$ cat src/logic/off_diag_pkg.sv
/*
  Constants for the off-state fault diagnostic block: register map,
  field positions, reset values, timebase dividers and expiry counts.
  Assumes a 32-bit AXI4-Lite register bus and eight gate channels.
*/
`default_nettype none
package off_diag_pkg;
  localparam int unsigned CH_N = 8;
  // register byte offsets
  localparam logic [7:0] CFG_OFS = 8'h00;
  localparam logic [7:0] DIAG_OFS = 8'h04;
  localparam logic [7:0] FAULT_OFS = 8'h08;
  localparam logic [7:0] IRQ_STAT_OFS = 8'h0C;
  localparam logic [7:0] IRQ_MASK_OFS = 8'h10;
  // cfg fields
  localparam int unsigned CFG_TB_LSB = 0;
  localparam int unsigned CFG_MASK_SG_BIT = 2;
  localparam int unsigned CFG_MASK_OL_BIT = 3;
  localparam int unsigned CFG_MASK_OV_BIT = 4;
  localparam logic [4:0] CFG_RST = 5'h00;
  // diag / fault register fields
  localparam int unsigned TESTED_LSB = 0;
  localparam int unsigned SG_LSB = 8;
  localparam int unsigned OL_LSB = 16;
  // interrupt status bits
  localparam int unsigned IRQ_OV_BIT = 0;
  localparam int unsigned IRQ_SG_BIT = 1;
  localparam int unsigned IRQ_OL_BIT = 2;
  localparam int unsigned IRQ_TESTED_BIT = 3;
  localparam int unsigned IRQ_W = 4;
  localparam logic [3:0] IRQ_RST = 4'h0;
  // timebase selection
  localparam logic [1:0] TB_128A = 2'b00;
  localparam logic [1:0] TB_192 = 2'b01;
  localparam logic [1:0] TB_FAST = 2'b10;
  localparam logic [1:0] TB_256 = 2'b11;
  localparam logic [7:0] DIV_128_M1 = 8'h7F;
  localparam logic [7:0] DIV_192_M1 = 8'hBF;
  localparam logic [7:0] DIV_256_M1 = 8'hFF;
  // a timer expires on reaching this many ticks
  localparam logic [3:0] EXP_LONG = 4'hB;
  localparam logic [3:0] EXP_SHORT = 4'h3;
  localparam logic [1:0] RESP_OKAY = 2'b00;
  localparam logic [1:0] RESP_DECERR = 2'b11;
endpackage
`default_nettype wire

$ cat src/logic/off_state_diag.sv
/*
  Off-state diagnostics for eight gate-drive channels: tested timers,
  fault filters, latched fault flags, overvoltage shutdown, open-drain
  fault pin, interrupt and an AXI4-Lite register slave.
  Assumes comparator and battery inputs are asynchronous pins and that
  gate_cmd_in comes from the current controller on clk_in.
*/
// The register addresses and the AXI4-Lite slave port were decided locally.
`timescale 1ns/1ps
`default_nettype none
module off_state_diag #(
  parameter int unsigned ADDR_W = 8
) (
  input wire logic clk_in,
  input wire logic rst_b_in,
  input wire logic [7:0] gate_cmd_in,
  input wire logic [7:0] open_load_raw_in,
  input wire logic [7:0] ground_short_raw_in,
  input wire logic battery_sense_in,
  output logic [7:0] gate_drive_out,
  output logic integrator_hold_out,
  output logic fault_pin_out,
  output logic fault_pin_oe_out,
  output logic irq_out,
  input wire logic [ADDR_W-1:0] s_axi_awaddr,
  input wire logic s_axi_awvalid,
  output logic s_axi_awready,
  input wire logic [31:0] s_axi_wdata,
  input wire logic [3:0] s_axi_wstrb,
  input wire logic s_axi_wvalid,
  output logic s_axi_wready,
  output logic [1:0] s_axi_bresp,
  output logic s_axi_bvalid,
  input wire logic s_axi_bready,
  input wire logic [ADDR_W-1:0] s_axi_araddr,
  input wire logic s_axi_arvalid,
  output logic s_axi_arready,
  output logic [31:0] s_axi_rdata,
  output logic [1:0] s_axi_rresp,
  output logic s_axi_rvalid,
  input wire logic s_axi_rready
);
  // pin synchronisers; first stage read only by the second
  logic [7:0] ol_m_q, ol_s_q, sg_m_q, sg_s_q;
  logic ov_m_q, ov_s_q;
  always_ff @(posedge clk_in or negedge rst_b_in) begin
    if (!rst_b_in) begin
      ol_m_q <= 8'h00;
      ol_s_q <= 8'h00;
      sg_m_q <= 8'h00;
      sg_s_q <= 8'h00;
      ov_m_q <= 1'b0;
      ov_s_q <= 1'b0;
    end else begin
      ol_m_q <= open_load_raw_in;
      ol_s_q <= ol_m_q;
      sg_m_q <= ground_short_raw_in;
      sg_s_q <= sg_m_q;
      ov_m_q <= battery_sense_in;
      ov_s_q <= ov_m_q;
    end
  end

  // register state
  logic [4:0] cfg_q, cfg_d;
  logic [3:0] stat_q, stat_d, mask_q, mask_d;
  logic [7:0] gate_q, gate_d, tested_q, tested_d, sgf_q, sgf_d, olf_q, olf_d;
  logic [7:0] pre_q, pre_d, div_m1;
  logic [3:0] exp_cnt;
  logic tick, diag_rd, fault_rd;
  logic [7:0] tt_exp, ol_filt, sg_filt, fall, rise;

  // predivider shared by all channel timers
  always_comb begin
    case (cfg_q[off_diag_pkg::CFG_TB_LSB +: 2])
      off_diag_pkg::TB_192: div_m1 = off_diag_pkg::DIV_192_M1;
      off_diag_pkg::TB_256: div_m1 = off_diag_pkg::DIV_256_M1;
      default: div_m1 = off_diag_pkg::DIV_128_M1;
    endcase
    exp_cnt = (cfg_q[off_diag_pkg::CFG_TB_LSB +: 2] == off_diag_pkg::TB_FAST) ?
      off_diag_pkg::EXP_SHORT : off_diag_pkg::EXP_LONG;
    tick = (pre_q >= div_m1);
    pre_d = tick ? 8'h00 : pre_q + 8'h01;
    gate_d = gate_cmd_in & {8{~ov_s_q}};
  end
  assign fall = gate_q & ~gate_d;
  assign rise = ~gate_q & gate_d;
  // integrator holds its value; conversion and filters are untouched
  assign integrator_hold_out = ov_s_q;
  assign gate_drive_out = gate_q;

  genvar i;
  generate
    for (i = 0; i < 8; i++) begin : g_ch
      logic [3:0] tt_q, tt_d, olt_q, olt_d, sgt_q, sgt_d;
      always_comb begin
        tt_d = tt_q;
        if (fall[i] || rise[i] || diag_rd || fault_rd) begin
          tt_d = 4'h0;
        end else if (!gate_q[i] && tick && tt_q < exp_cnt) begin
          tt_d = tt_q + 4'h1;
        end
        olt_d = olt_q;
        if (fall[i] || rise[i] || fault_rd || !ol_s_q[i] || gate_q[i]) begin
          olt_d = 4'h0;
        end else if (tick && olt_q < exp_cnt) begin
          olt_d = olt_q + 4'h1;
        end
        sgt_d = sgt_q;
        if (fall[i] || rise[i] || fault_rd || !sg_s_q[i] || gate_q[i]) begin
          sgt_d = 4'h0;
        end else if (tick && sgt_q < exp_cnt) begin
          sgt_d = sgt_q + 4'h1;
        end
      end
      always_ff @(posedge clk_in or negedge rst_b_in) begin
        if (!rst_b_in) begin
          tt_q <= 4'h0;
          olt_q <= 4'h0;
          sgt_q <= 4'h0;
        end else begin
          tt_q <= tt_d;
          olt_q <= olt_d;
          sgt_q <= sgt_d;
        end
      end
      // raw low drops the filtered level; a timebase change never wraps a held timer
      assign tt_exp[i] = !gate_q[i] && (tt_q >= exp_cnt);
      assign ol_filt[i] = ol_s_q[i] && !gate_q[i] && (olt_q >= exp_cnt);
      assign sg_filt[i] = sg_s_q[i] && !gate_q[i] && (sgt_q >= exp_cnt);
    end
  endgenerate

  // only a new set survives a read; a standing expiry is cleared with its timer
  logic [7:0] sg_set, ol_set;
  always_comb begin
    sg_set = sg_filt & tt_exp & ~sgf_q;
    ol_set = ol_filt & ~sg_filt & ~olf_q;
    tested_d = (fault_rd ? 8'h00 : tested_q) | (tt_exp & ~tested_q);
    sgf_d = (fault_rd ? 8'h00 : sgf_q) | sg_set;
    olf_d = (fault_rd ? 8'h00 : olf_q) | ol_set;
  end

  // fault pin pulls low while any unmasked fault is latched
  assign fault_pin_out = 1'b0;
  assign fault_pin_oe_out = (|sgf_q && !cfg_q[off_diag_pkg::CFG_MASK_SG_BIT]) ||
    (|olf_q && !cfg_q[off_diag_pkg::CFG_MASK_OL_BIT]) ||
    (stat_q[off_diag_pkg::IRQ_OV_BIT] && !cfg_q[off_diag_pkg::CFG_MASK_OV_BIT]);
  assign irq_out = |(stat_q & mask_q);

  // AXI4-Lite slave; address and data latched separately, write one cycle later
  logic aw_got_q, aw_got_d, w_got_q, w_got_d, bvalid_q, bvalid_d, rvalid_q, rvalid_d;
  logic [ADDR_W-1:0] awaddr_q, awaddr_d;
  logic [31:0] wdata_q, wdata_d, rdata_q, rdata_d;
  logic [3:0] wstrb_q, wstrb_d;
  logic [1:0] bresp_q, bresp_d, rresp_q, rresp_d;
  logic wr_fire, ar_hs;
  logic [7:0] ra, wa, ev;
  assign s_axi_awready = !aw_got_q;
  assign s_axi_wready = !w_got_q;
  assign s_axi_arready = !rvalid_q;
  assign s_axi_bvalid = bvalid_q;
  assign s_axi_bresp = bresp_q;
  assign s_axi_rvalid = rvalid_q;
  assign s_axi_rdata = rdata_q;
  assign s_axi_rresp = rresp_q;
  assign ar_hs = s_axi_arvalid && !rvalid_q;
  assign wr_fire = aw_got_q && w_got_q && !bvalid_q;
  assign ra = 8'({s_axi_araddr[ADDR_W-1:2], 2'b00});
  assign wa = 8'({awaddr_q[ADDR_W-1:2], 2'b00});
  assign diag_rd = ar_hs && ra == off_diag_pkg::DIAG_OFS;
  assign fault_rd = ar_hs && ra == off_diag_pkg::FAULT_OFS;

  always_comb begin
    aw_got_d = aw_got_q;
    w_got_d = w_got_q;
    awaddr_d = awaddr_q;
    wdata_d = wdata_q;
    wstrb_d = wstrb_q;
    bvalid_d = bvalid_q;
    bresp_d = bresp_q;
    rvalid_d = rvalid_q;
    rdata_d = rdata_q;
    rresp_d = rresp_q;
    cfg_d = cfg_q;
    mask_d = mask_q;
    stat_d = stat_q;
    if (s_axi_awvalid && !aw_got_q) begin
      aw_got_d = 1'b1;
      awaddr_d = s_axi_awaddr;
    end
    if (s_axi_wvalid && !w_got_q) begin
      w_got_d = 1'b1;
      wdata_d = s_axi_wdata;
      wstrb_d = s_axi_wstrb;
    end
    if (bvalid_q && s_axi_bready) begin
      bvalid_d = 1'b0;
    end
    if (wr_fire) begin
      aw_got_d = 1'b0;
      w_got_d = 1'b0;
      bvalid_d = 1'b1;
      bresp_d = off_diag_pkg::RESP_OKAY;
      case (wa)
        off_diag_pkg::CFG_OFS: if (wstrb_q[0]) cfg_d = wdata_q[4:0];
        off_diag_pkg::IRQ_MASK_OFS: if (wstrb_q[0]) mask_d = wdata_q[3:0];
        off_diag_pkg::IRQ_STAT_OFS: if (wstrb_q[0]) stat_d = stat_q & ~wdata_q[3:0];
        off_diag_pkg::DIAG_OFS, off_diag_pkg::FAULT_OFS: bresp_d = off_diag_pkg::RESP_OKAY;
        default: bresp_d = off_diag_pkg::RESP_DECERR;
      endcase
    end
    if (rvalid_q && s_axi_rready) begin
      rvalid_d = 1'b0;
    end
    if (ar_hs) begin
      rvalid_d = 1'b1;
      rresp_d = off_diag_pkg::RESP_OKAY;
      case (ra)
        off_diag_pkg::CFG_OFS: rdata_d = {27'h000_0000, cfg_q};
        off_diag_pkg::DIAG_OFS: rdata_d = {8'h00, ol_filt, sg_filt, tested_q};
        off_diag_pkg::FAULT_OFS: rdata_d = {8'h00, olf_q, sgf_q, tested_q};
        off_diag_pkg::IRQ_STAT_OFS: rdata_d = {28'h000_0000, stat_q};
        off_diag_pkg::IRQ_MASK_OFS: rdata_d = {28'h000_0000, mask_q};
        default: begin
          rdata_d = 32'h0000_0000;
          rresp_d = off_diag_pkg::RESP_DECERR;
        end
      endcase
    end
    // events set after the clear so a same-cycle event wins
    ev = 8'h00;
    ev[off_diag_pkg::IRQ_OV_BIT] = ov_s_q;
    ev[off_diag_pkg::IRQ_SG_BIT] = |(sg_set & ~sgf_q);
    ev[off_diag_pkg::IRQ_OL_BIT] = |(ol_set & ~olf_q);
    ev[off_diag_pkg::IRQ_TESTED_BIT] = |(tt_exp & ~tested_q);
    stat_d = stat_d | ev[3:0];
  end

  always_ff @(posedge clk_in or negedge rst_b_in) begin
    if (!rst_b_in) begin
      aw_got_q <= 1'b0;
      w_got_q <= 1'b0;
      awaddr_q <= '0;
      wdata_q <= 32'h0000_0000;
      wstrb_q <= 4'h0;
      bvalid_q <= 1'b0;
      bresp_q <= 2'h0;
      rvalid_q <= 1'b0;
      rdata_q <= 32'h0000_0000;
      rresp_q <= 2'h0;
      cfg_q <= off_diag_pkg::CFG_RST;
      mask_q <= off_diag_pkg::IRQ_RST;
      stat_q <= off_diag_pkg::IRQ_RST;
      gate_q <= 8'h00;
      pre_q <= 8'h00;
      tested_q <= 8'h00;
      sgf_q <= 8'h00;
      olf_q <= 8'h00;
    end else begin
      aw_got_q <= aw_got_d;
      w_got_q <= w_got_d;
      awaddr_q <= awaddr_d;
      wdata_q <= wdata_d;
      wstrb_q <= wstrb_d;
      bvalid_q <= bvalid_d;
      bresp_q <= bresp_d;
      rvalid_q <= rvalid_d;
      rdata_q <= rdata_d;
      rresp_q <= rresp_d;
      cfg_q <= cfg_d;
      mask_q <= mask_d;
      stat_q <= stat_d;
      gate_q <= gate_d;
      pre_q <= pre_d;
      tested_q <= tested_d;
      sgf_q <= sgf_d;
      olf_q <= olf_d;
    end
  end
endmodule
`default_nettype wire

$ cat config.mk
export PLATFORM = sky130hd
export DESIGN_NAME = off_state_diag
export DESIGN_NICKNAME = d
export VERILOG_FILES = /design/src/logic/off_diag_pkg.sv /design/src/logic/off_state_diag.sv
export SDC_FILE = /design/constraint.sdc
export NUM_CORES = 1
export LEC_CHECK = 0
export BUFFER_PORTS_ARGS = -buffer_cell sky130_fd_sc_hd__buf_2
export CORE_MARGIN = 5
export CORE_UTILIZATION = 55
export CTS_CLUSTER_DIAMETER = 40
export CTS_CLUSTER_SIZE = 8
export DETAILED_ROUTE_END_ITERATION = 10
export PLACE_DENSITY_LB_ADDON = 0.08
export SLEW_MARGIN = 5
export SYNTH_ARGS = -nofsm -noshare
export SYNTH_HDL_FRONTEND = slang
export SYNTH_SLANG_ARGS = --single-unit
$ cat constraint.sdc
create_clock -name clk_in -period 3 [get_ports clk_in]
set_clock_uncertainty 0.05 [all_clocks]
set_input_delay 0.3 -clock clk_in [delete_from_list [all_inputs] [get_ports clk_in]]
set_output_delay 0.3 -clock clk_in [all_outputs]
set_load 0.02 [all_outputs]
==> impl_results.md, run 1 <==
- Status: finished, final reports clean
- H-tree depth: 2
- Wirelength per Cell: 18.3 um
- Final ANT Viol Nets: 0
- Slew Limit Fails: 0
- Normalized max-slew margin: between 40% and 50%
- FF-to-FF path depth: 5
- Mapped Cells: 941
- Vias: approximately 7.6k
- Final Setup Violations: 0
- Largest net degree at the start of global routing: 96
- Hold Path Cell Cnt: 3
- Cts bufs inserted: 38
- CTS Root Cell: clkbuf_16
- Crit path max-delay family: simple AND/OR/NAND/NOR gates
- Worst-path clk slew: around 0.050 ns
- CP Cell Sequence: nor2b_4 -> maj3_2 -> a2111oi_1 -> a2111oi_0 -> nand3_1
- WP data required: 3.32 ns
- Row count: 50
- Vias in the first global route: ~8k
- Area delta synth->final: 21.4%
- Max-Cap Viols: 0
- Worst Hold Class: in -> reg
- Share of the synthesized area in the top cell type: 53.4%
- Final Core Density: approximately 68%
- Final WL: 24.7 mm
- Core ar.: 18,800 um^2
- Setup TNS: 0 ns
- Worst setup SP type: register
- Initial Util: between 50% and 60%
- Initial DRC count: 352
- WHS Endpoint: gate_drive_out[6]
- Synth Area per Inst: 11.2 um^2
- Leak Pwr: roughly 6 nW
- Capturing point of the worst reg2reg path: stat_q[2]
- Critical-path top delay cell: nor2b_4
- CTS Sinks: around 230
- Setup CP Type: reg -> reg
- CP arrival: between 2 and 3 ns
- GPL Wtd Cong: around 0.86
- Post-Syn Area: roughly 11,000 um^2
- Port buffer count: 93
- Peak Freq: between 400 and 500 MHz
- Tcrit/Tclk final: around four fifths
- Post-route DRC: 0
- Synth top area cells: dfrtp_1 53%, nor2_1 4.6%, xnor2_1 3.7%
- Distinct cell type count of the synthesized netlist: 58
- I/O Pins: roughly 140
- Ant diodes: 0
- Hold Slack: between 0.03 and 0.04 ns
- Die Wd: roughly 150 um
- Worst-Margin Slew: roughly 0.85 ns
- Crit path buffers/inverters: 0
- Initial antenna violation count: 0
- Non-filler instance count after layout: between 1k and 1.5k
- Commonest cells after routing, fill and taps aside: 225 x dfrtp_1, 130 x nor2_1, 92 x buf_2
- Drt pass-1 iters: 5
- Fin nets: approximately 1.2k
- Flops & latches, synth: approximately 230
- RSZ-0062 raised after global routing: no
- Share of cells above drive strength 1: a little over a fifth
- Crit path depth: 5
- Worst skew pair latency: a little over 0.5 ns
- Beginning of the worst register-to-register path: cfg_q[1]
- Leading cell type in the layout, fill and taps excluded: dfrtp_1
- Worst-case clock buffer depth: 3
- Detailed-placement wirelength estimate: 16.6 mm
- First-pass GRT wire length: 41.3 mm
- Sequential share of the synthesized area: a little over half
- DIE AREA: between 20,000 and 25,000 um^2
- Via density: roughly 5.6
- Overall Global Routing Usage: a little under a quarter
- Max FO, Critical Path: 17
- R2R setup slack: between 0.6 and 0.7 ns
- Post-CTS setup repair buffer count: 0
- Yosys warns: 0
- Worst vdd ir: about 0.57 mV
- P per Cell Area: between 600 and 700 nW/um^2
- Cell total after placement: 1,258
- Hold_sp: gate_cmd_in[6]
- Hold Fails Final Rpt: 0
- Yosys top cell by area: dfrtp_1
- Worst path max stage delay: between 0.6 and 0.7 ns
- Crit end category: register
- Grt total ovfl: 0
- Die H: 148 um
- CTS tree: built
- Post-layout min period: 2.40 ns
## stage by stage
stage / area (um^2) / power (mW) / setup slack [ns]
6_report: 12800 / 8.18 / 0.603
4_1_cts: 12800 / 8.26 / 0.600
3_5_place_dp: 11300 / 4.27 / 0.618
3_3_place_gp: 11300 / 4.26 / 0.636
2_1_floorplan: 10600 / 3.97 / 0.794
5_1_grt: 12800 / 8.52 / 0.412
## how the worst max path moves through the flow
| stage | from | to | slack (ns) |
|---|---|---|---|
| after floorplan | cfg_q[0] | g_ch[2].sgt_q[3] | 0.79 |
| after global placement | cfg_q[1] | stat_q[2] | 0.64 |
| after detailed placement | cfg_q[1] | stat_q[2] | 0.62 |
| after CTS | olf_q[3] | fault_pin_oe_out | 0.60 |
| after global routing | cfg_q[1] | stat_q[2] | 0.41 |
| final | cfg_q[1] | stat_q[2] | 0.60 |
## routing by layer
metal | share of wire, % | routed length, um | vias to the layer above | global-route usage [%]
met2 | 49 | 12000 | 205 | 38.7
met5 | 0 | 0 | - | 0
met4 | 3.0 | 734 | 0 | 9.19
li1 | - | - | 3602 | -
met1 | 43 | 10700 | 3729 | 31.9
met3 | 5.1 | 1250 | 61 | 3.75
## where the power goes
group          switching [mW]  total (mW)  internal, mW
sequential              0.197        3.45          3.25
combinational           0.481       0.809         0.327
clock                    1.35        3.92          2.58
total                    2.03        8.18          6.15
## cells in the mapped netlist (all sizes together)
library cell,instances
xor2,19
buf,23
nor2b,11
mux2i,24
nand2b,20
or2,17
or3,2
ha,27
a32oi,6
conb,1
o21a,3
inv,36
nor2,132
nand2,48
or4,1
and2,8
xnor2,44
clkbuf,11
a2111oi,8
maj3,37
and3b,1
nor4,13
nand3b,12
dfrtp,225
nor3b,5
nor4b,9
nand3,28
mux2,19
and4b,3
nand4,22
a41o,1
a21o,24
nor3,17
a21oi,25
nand4b,2
a41oi,5
a31oi,1
a222oi,4
o21ai,28
a22oi,17
and3,2
## logic make-up after synthesis
group / Yosys count / share of synthesized area (%)
buf+inv: 70 / 3.29
simple gates: 353 / 18.7
flops: 225 / 53.4
fa+ha+maj: 64 / 6.89
xor+xnor: 63 / 5.24
other cells: 1 / 0.0356
mux: 43 / 4.31
compound gates: 122 / 8.10
## area by class of cell
| class | count | area [um^2] |
|---|---|---|
| multi-input combinational | 654 | 4590 |
| sequential | 225 | 5630 |
| clock buffer | 49 | 1040 |
| inverter | 36 | 135 |
| timing repair buffer | 143 | 998 |
| fill | 1479 | 5980 |
| clock inverter | 9 | 98.8 |
| tap | 234 | 293 |
## state kept, by name (all words and copies together) (netlist names), 4 cells and up
name / cells
awaddr_q: 6
wdata_q: 5
g_ch.olt_q: 32
g_ch.sgt_q: 32
pre_q: 8
g_ch.tt_q: 32
stat_q: 4
ol_m_q: 8
sgf_q: 8
olf_q: 8
mask_q: 4
tested_q: 8
cfg_q: 5
sg_s_q: 8
gate_drive_out: 8
sg_m_q: 8
ol_s_q: 8
s_axi_rdata: 24
## worst reg2reg max path, cell delays in order, from the launching register on
cell,delay [ns]
dfrtp_1,0.46
nor2b_4,0.65
maj3_2,0.40
a2111oi_1,0.11
a2111oi_0,0.45
nand3_1,0.13
## timing repair
action,CTS,global route
hold buffers,34,0
endpoints found under the hold margin,125,0
gates resized for setup,0,0
Power figures use the tool's default switching activity.
==> run 2: changes to the inputs <==
- ABC_AREA: default -> 1
- clock period: 3 -> 2.5 ns (I/O delays scaled with it)
==> impl_results.md, run 2 <==
- Vias in the first global route: 9,041 (+13%)
- Flops & latches, synth: 225 (unchanged)
- Final worst slack: 0.338 ns (-0.265 ns)
- M2 GR Usage: 39.8% (+1.1 points)
- Leading cell type in the layout, fill and taps excluded: nand2_1
- CTS hold repair buffers: 40 (+18%)
- Max FO, Critical Path: 24 (+7)
- Beginning of the worst register-to-register path: cfg_q[0]
- CTS resizes: 0 (unchanged)
- Die H: 152 um (+2.2%)
- Commonest cells after routing, fill and taps aside: 400 x nand2_1, 225 x dfrtp_1, 197 x nor2_1
- Dpl ws: 0.323 ns (-0.294 ns)
- FILL cells: 1,607 (+8.7%)
- Top cells by count, synth: 400 x nand2_1, 225 x dfrtp_1, 197 x nor2_1
- Slew Limit Fails: 0 (unchanged)
- Setup CP Type: reg -> reg
- Core ar.: 19,600 um^2 (+4.4%)
- Normalized max-slew margin: 58.8% (+15 points)
- Post-synth EDFFs: 0 (unchanged)
- Worst setup SP type: register
- Post-layout min period: 2.16 ns (-0.235 ns)
- CTS Root Cell: clkbuf_16
- Synth top area cells: dfrtp_1 51%, nand2_1 14%, nor2_1 6.7%
- Largest net degree at the start of global routing: 77 (-20%)
- Ys async rst share: 100% (unchanged)
- H-tree depth: 2 (unchanged)
- Post-Syn Area: 11,000 um^2 (+4.7%)
- Hold Path Cell Cnt: 3 (unchanged)
- Final WL: 26.8 mm (+8.4%)
- Worst Hold Class: in -> reg
- Synth Area per Inst: 8.00 um^2 (-29%)
- Worst-Margin Slew: 0.617 ns (-0.232 ns)
- Hold Fails Final Rpt: 0 (unchanged)
- Final ANT Viol Nets: 0 (unchanged)
- Initial antenna violation count: 0 (unchanged)
- Overall Global Routing Usage: 24.1% (+0.48 points)
- Yosys top cell by area: dfrtp_1
- Die Wd: 152 um (+2.2%)
- CTS tree: built
- CP arrival: 2.52 ns (-0.20 ns)
- Drt pass-1 iters: 5 (unchanged)
- RSZ-0062 raised after global routing: no
- Crit end category: register
- Hold_sp: s_axi_awvalid
- Post-route DRC: 0 (unchanged)
- Area delta synth->final: 23.1%
- Cts bufs inserted: 42 (+11%)
- I/O Pins: 137 (unchanged)
- Final Setup Violations: 0 (unchanged)
- Fin nets: 1,661 (+37%)
- Share of the synthesized area in the top cell type: 51.0% (-2.4 points)
- P per Cell Area: 786 nW/um^2 (+23%)
- Initial DRC count: 534 (+52%)
- Most instantiated library cell after synthesis: nand2_1
- Mapped Cells: 1,378 (+46%)
- Via density: 5.04 (-10%)
- First-pass GRT wire length: 44.0 mm (+6.5%)
- Sequential share of the synthesized area: 51.0% (-2.4 points)
- Port buffer count: 93 (unchanged)
- Vias: 9,275 (+22%)
- Post-CTS setup repair buffer count: 0 (unchanged)
- Tcrit/Tclk final: 86.5% (+6.6 points)
- GPL Wtd Cong: 0.878 (+2.1%)
- Distinct cell type count of the synthesized netlist: 40 (-31%)
- Peak Freq: 462 MHz (+11%)
- Grt total ovfl: 0 (unchanged)
- Gr busiest metal: met2
- CP startpoint: cfg_q[0]
- Capturing point of the worst reg2reg path: g_ch[0].tt_q[3]
- Worst vdd ir: 0.738 mV (+30%)
- Detailed-placement wirelength estimate: 18.5 mm (+11%)
- Met1 Track Usage GR: 32.8% (+0.88 points)
- Status: finished, final reports clean
- Setup TNS: 0 ns (unchanged)
- Largest regs: g_ch.olt_q x32, g_ch.sgt_q x32, g_ch.tt_q x32
- DIE AREA: 23,000 um^2 (+4.4%)
- Met3 GRT Util: 3.99% (+0.24 points)
- Worst-path clk slew: 0.05 ns (about the same)
- Initial Util: 56.3% (+0.17 points)
- Wirelength per Cell: 14.6 um (-20%)
- Max-Cap Viols: 0 (unchanged)
- Worst skew pair latency: 0.51 ns (about the same)
- Top_reg_cell synth: dfrtp_1
- Yosys warns: 0 (unchanged)
- WHS Endpoint: aw_got_q
- R2R setup slack: 0.34 ns (-0.26 ns)
- FF-to-FF path depth: 13 (+8)
- CTS Sinks: 225 (unchanged)
- WP data required: 2.85 ns (-0.47 ns)
- Worst-case clock buffer depth: 3 (unchanged)
- Share of cells above drive strength 1: 13.5% (-7.8 points)
- Leak Pwr: 7.37 nW (+23%)
- Ant diodes: 0 (unchanged)
- Row count: 51 (+2.0%)
[run 2: cell count changes in the layout (fill, tap and decap cells not counted), sizes merged, moves of 20 or more]
cell | previous run | this run
nand2 | 48 | 405
mux2i | 24 | 0
inv | 37 | 175
o21ai | 28 | 69
maj3 | 37 | 0
nand2b | 20 | 0
a21o | 24 | 1
nor2 | 132 | 208
nand3 | 28 | 104
xnor2 | 44 | 0
[run 2: how the worst max path moves through the flow]
stage,slack [ns],depth (start not counted),end
global route,0.14,13,g_ch[0].tt_q[1]
global placement,0.33,13,g_ch[7].tt_q[0]
CTS,0.32,13,g_ch[7].tt_q[0]
finish,0.34,13,g_ch[0].tt_q[3]
floorplan,0.47,13,g_ch[1].tt_q[2]
detailed placement,0.32,13,g_ch[7].tt_q[0]
[run 2: cells by family (layout without fill, tap and decap cells)]
| family | count (synthesis) | count (layout) | share of synthesized area [%] |
|---|---|---|---|
| muxes | 5 | 5 | 0.510 |
| AOI/OAI and AO/OA | 128 | 128 | 6.41 |
| DFF | 225 | 225 | 51.0 |
| other | 1 | 9 | 0.0340 |
| and+or+nand+nor | 753 | 753 | 28.6 |
| buffers and inverters | 206 | 394 | 7.74 |
| xor gates and xnor gates | 33 | 33 | 2.62 |
| adders and majority gates | 27 | 27 | 3.06 |
[run 2: layer usage]
layer	wire length [um]	part of all wire [%]
met5	0	0
met4	762	2.8
met3	1370	5.1
met2	12400	46
met1	12200	46
[run 2: area by class of cell]
type                            count  area [um^2]  share of cell area (%)
Clock buffer                       53         1160                    8.57
Clock inverter                     15          168                    1.23
Inverter                          177          664                    4.89
Multi-Input combinational cell    955         4580                    33.7
Tap cell                          265          332                    2.44
Sequential cell                   225         5630                    41.5
Timing Repair Buffer              149         1050                    7.70
[run 2: worst max-delay path, stage by stage, from the launching register on]
cell and delay (ns):
dfrtp_1 0.40, inv_2 0.21, nor2_1 0.07, ha_1 0.27
nand2_1 0.04, inv_1 0.04, nand3_1 0.10, o21bai_4 0.18
buf_12 0.20, nand3_1 0.12, inv_1 0.15, nor2_1 0.10
nand2_1 0.07, nand2_1 0.05
[run 2: per-stage QoR]
step / std cells / utilization, % / instance area, um^2 / total power [mW] / hold WS, ns
after floorplan: 1386 / - / 11100 / 4.88 / -0.0956
after global placement: 1731 / 60.5 / 11800 / 5.30 / 0.224
after detailed placement: 1731 / 60.5 / 11800 / 5.32 / 0.231
after CTS: 1839 / 69.3 / 13600 / 10.8 / 0.0797
after global routing: 1839 / 69.3 / 13600 / 11.1 / 0.149
final: 1839 / 69.3 / 13600 / 10.7 / 0.115
[run 2: report_power, final]
group / leakage [nW] / internal (mW) / switching [mW]
sequential: 2.88 / 3.94 / 0.180
clock: 0.647 / 3.55 / 1.79
combinational: 3.84 / 0.389 / 0.822
total: 7.37 / 7.88 / 2.79
==> run 3: changes to the inputs <==
- CTS_BUF_LIST: default -> sky130_fd_sc_hd__clkbuf_4 sky130_fd_sc_hd__clkbuf_8
==> impl_results.md, run 3 (synthesized netlist as in run 2, its figures left out) <==
- Status: finished, final reports clean
- I/O Pins: 137 (unchanged)
- Normalized max-slew margin: 59.8% (+1.0 points)
- Final ANT Viol Nets: 0 (unchanged)
- RSZ-0062 raised after global routing: no
- Final Core Density: 66.9% (-2.4 points)
- DIE AREA: 23,000 um^2 (unchanged)
- Wirelength per Cell: 14.3 um (-1.9%)
- Leak Pwr: 7.16 nW (-2.8%)
- FF-to-FF path depth: 13 (unchanged)
- Hold Path Cell Cnt: 3 (unchanged)
- Row count: 51 (unchanged)
- Slew Limit Fails: 0 (unchanged)
- Cell total after placement: 1,731 (unchanged)
- CP startpoint: cfg_q[0]
- Hold Fails Final Rpt: 0 (unchanged)
- Hold_sp: s_axi_awvalid
- Worst path max stage delay: 0.40 ns (about the same)
- Beginning of the worst register-to-register path: cfg_q[0]
- Final Setup Violations: 0 (unchanged)
- Post-CTS setup repair buffer count: 0 (unchanged)
- Via density: 4.98 (-1.3%)
- Initial Util: 56.3% (unchanged)
- Max-Cap Viols: 0 (unchanged)
- Dpl ws: 0.323 ns (unchanged)
- Crit end category: register
- Worst-path clk slew: 0.06 ns (about the same)
- Crit path buffers/inverters: 4 (unchanged)
- Worst-Margin Slew: 0.603 ns (-0.0138 ns)
- Largest regs: g_ch.olt_q x32, g_ch.sgt_q x32, g_ch.tt_q x32
- Area delta synth->final: 18.9%
- CTS hold repair buffers: 40 (unchanged)
- Grt total ovfl: 0 (unchanged)
- Worst-case clock buffer depth: 3 (unchanged)
- First-pass GRT wire length: 42.8 mm (-2.7%)
- Setup TNS: 0 ns (unchanged)
- Largest net degree at the start of global routing: 77 (unchanged)
- Crit path max-delay family: buffers and inverters
- Overall Global Routing Usage: 23.5% (-0.60 points)
- Critical-path top delay cell: dfrtp_1
- Tcrit/Tclk final: 87.9% (+1.4 points)
- FILL cells: 1,668 (+3.8%)
- Final WL: 26.3 mm (-1.9%)
- Peak Freq: 455 MHz (-1.6%)
- Post-route DRC: 0 (unchanged)
- CTS Sinks: 225 (unchanged)
- Crit path depth: 13 (unchanged)
- H-tree depth: 2 (unchanged)
- Die H: 152 um (unchanged)
- Setup CP Type: reg -> reg
- Hold Slack: 0.0823 ns (-0.0324 ns)
- CTS resizes: 0 (unchanged)
- GPL Wtd Cong: 0.878 (unchanged)
- P per Cell Area: 687 nW/um^2 (-12%)
- Post-layout min period: 2.20 ns (+0.0341 ns)
- Worst vdd ir: 0.523 mV (-29%)
- Max FO, Critical Path: 24 (unchanged)
- Overall Power: 9.01 mW (-16%)
- Fin nets: 1,661 (unchanged)
- DP Area: 11,800 um^2 (unchanged)
- Worst Hold Class: in -> reg
- Drt pass-1 iters: 5 (unchanged)
- Core ar.: 19,600 um^2 (unchanged)
- Non-filler instance count after layout: 1,839 (unchanged)
- CTS Root Cell: clkbuf_8
- Initial antenna violation count: 0 (unchanged)
- Most frequent CP cell: nand2_1
- Cts bufs inserted: 42 (unchanged)
- Ant diodes: 0 (unchanged)
- Vias: 9,155 (-1.3%)
- Worst setup SP type: register
- CP Cell Sequence: inv_2 -> nor2_1 -> ha_1 -> nand2_1 -> inv_1 -> nand3_1 -> o21bai_4 -> buf_12 -> nand3_1 -> inv_1 -> nor2_1 -> nand2_1 -> nand2_1
- Initial DRC count: 469 (-12%)
- Worst skew pair latency: 0.54 ns (+0.03 ns)
- Vias in the first global route: 8,878 (-1.8%)
- Design area: 13,100 um^2 (-3.4%)
- Port buffer count: 93 (unchanged)
- Detailed-placement wirelength estimate: 18.5 mm (unchanged)
- Leading cell type in the layout, fill and taps excluded: nand2_1
- CP arrival: 2.56 ns (+0.04 ns)
- WP data required: 2.86 ns (about the same)
- Commonest cells after routing, fill and taps aside: 400 x nand2_1, 225 x dfrtp_1, 197 x nor2_1
- Share of cells above drive strength 1: 13.8% (+0.32 points)
- Die Wd: 152 um (unchanged)
- CTS tree: built
- Final worst slack: 0.304 ns (-0.0341 ns)
## run 3: cell type report
| cell class | count | area, um^2 | area share [%] |
|---|---|---|---|
| Sequential cell | 225 | 5630 | 42.9 |
| Multi-Input combinational cell | 955 | 4580 | 34.9 |
| Timing Repair Buffer | 149 | 1050 | 7.98 |
| Clock buffer | 53 | 698 | 5.32 |
| Inverter | 177 | 664 | 5.07 |
| Tap cell | 265 | 332 | 2.53 |
| Clock inverter | 15 | 166 | 1.27 |
## run 3: path summary, 6_finish.rpt
kind	slack (ns)	endpoint
worst max-delay path	0.30	g_ch[6].tt_q[1]
worst min-delay path	0.08	aw_got_q
worst max register to register	0.30	g_ch[6].tt_q[1]
worst min register to register	0.29	sg_s_q[3]
max in group asynchronous	1.44	g_ch[0].olt_q[1]
min in group asynchronous	0.23	g_ch[5].tt_q[0]
## run 3: where the power goes
| part | leakage (nW) | internal [mW] | switching [mW] |
|---|---|---|---|
| logic | 3.84 | 0.389 | 0.814 |
| registers | 2.88 | 3.93 | 0.181 |
| clock network | 0.439 | 2.14 | 1.56 |
| total | 7.16 | 6.46 | 2.56 |
## run 3: routing by layer
layer	wire [um]	track usage, %
met1	12000	32.3
met4	675	7.64
met5	0	0
met3	1330	3.93
met2	12200	38.3
## run 3: worst register-to-register path: cells and delay by family (launching register included)
family / cells / cell delay [ns]
buffers and inverters: 4 / 0.60
and+or+nand+nor: 7 / 0.54
DFF: 1 / 0.40
adders and majority gates: 1 / 0.27
AOI/OAI and AO/OA: 1 / 0.19
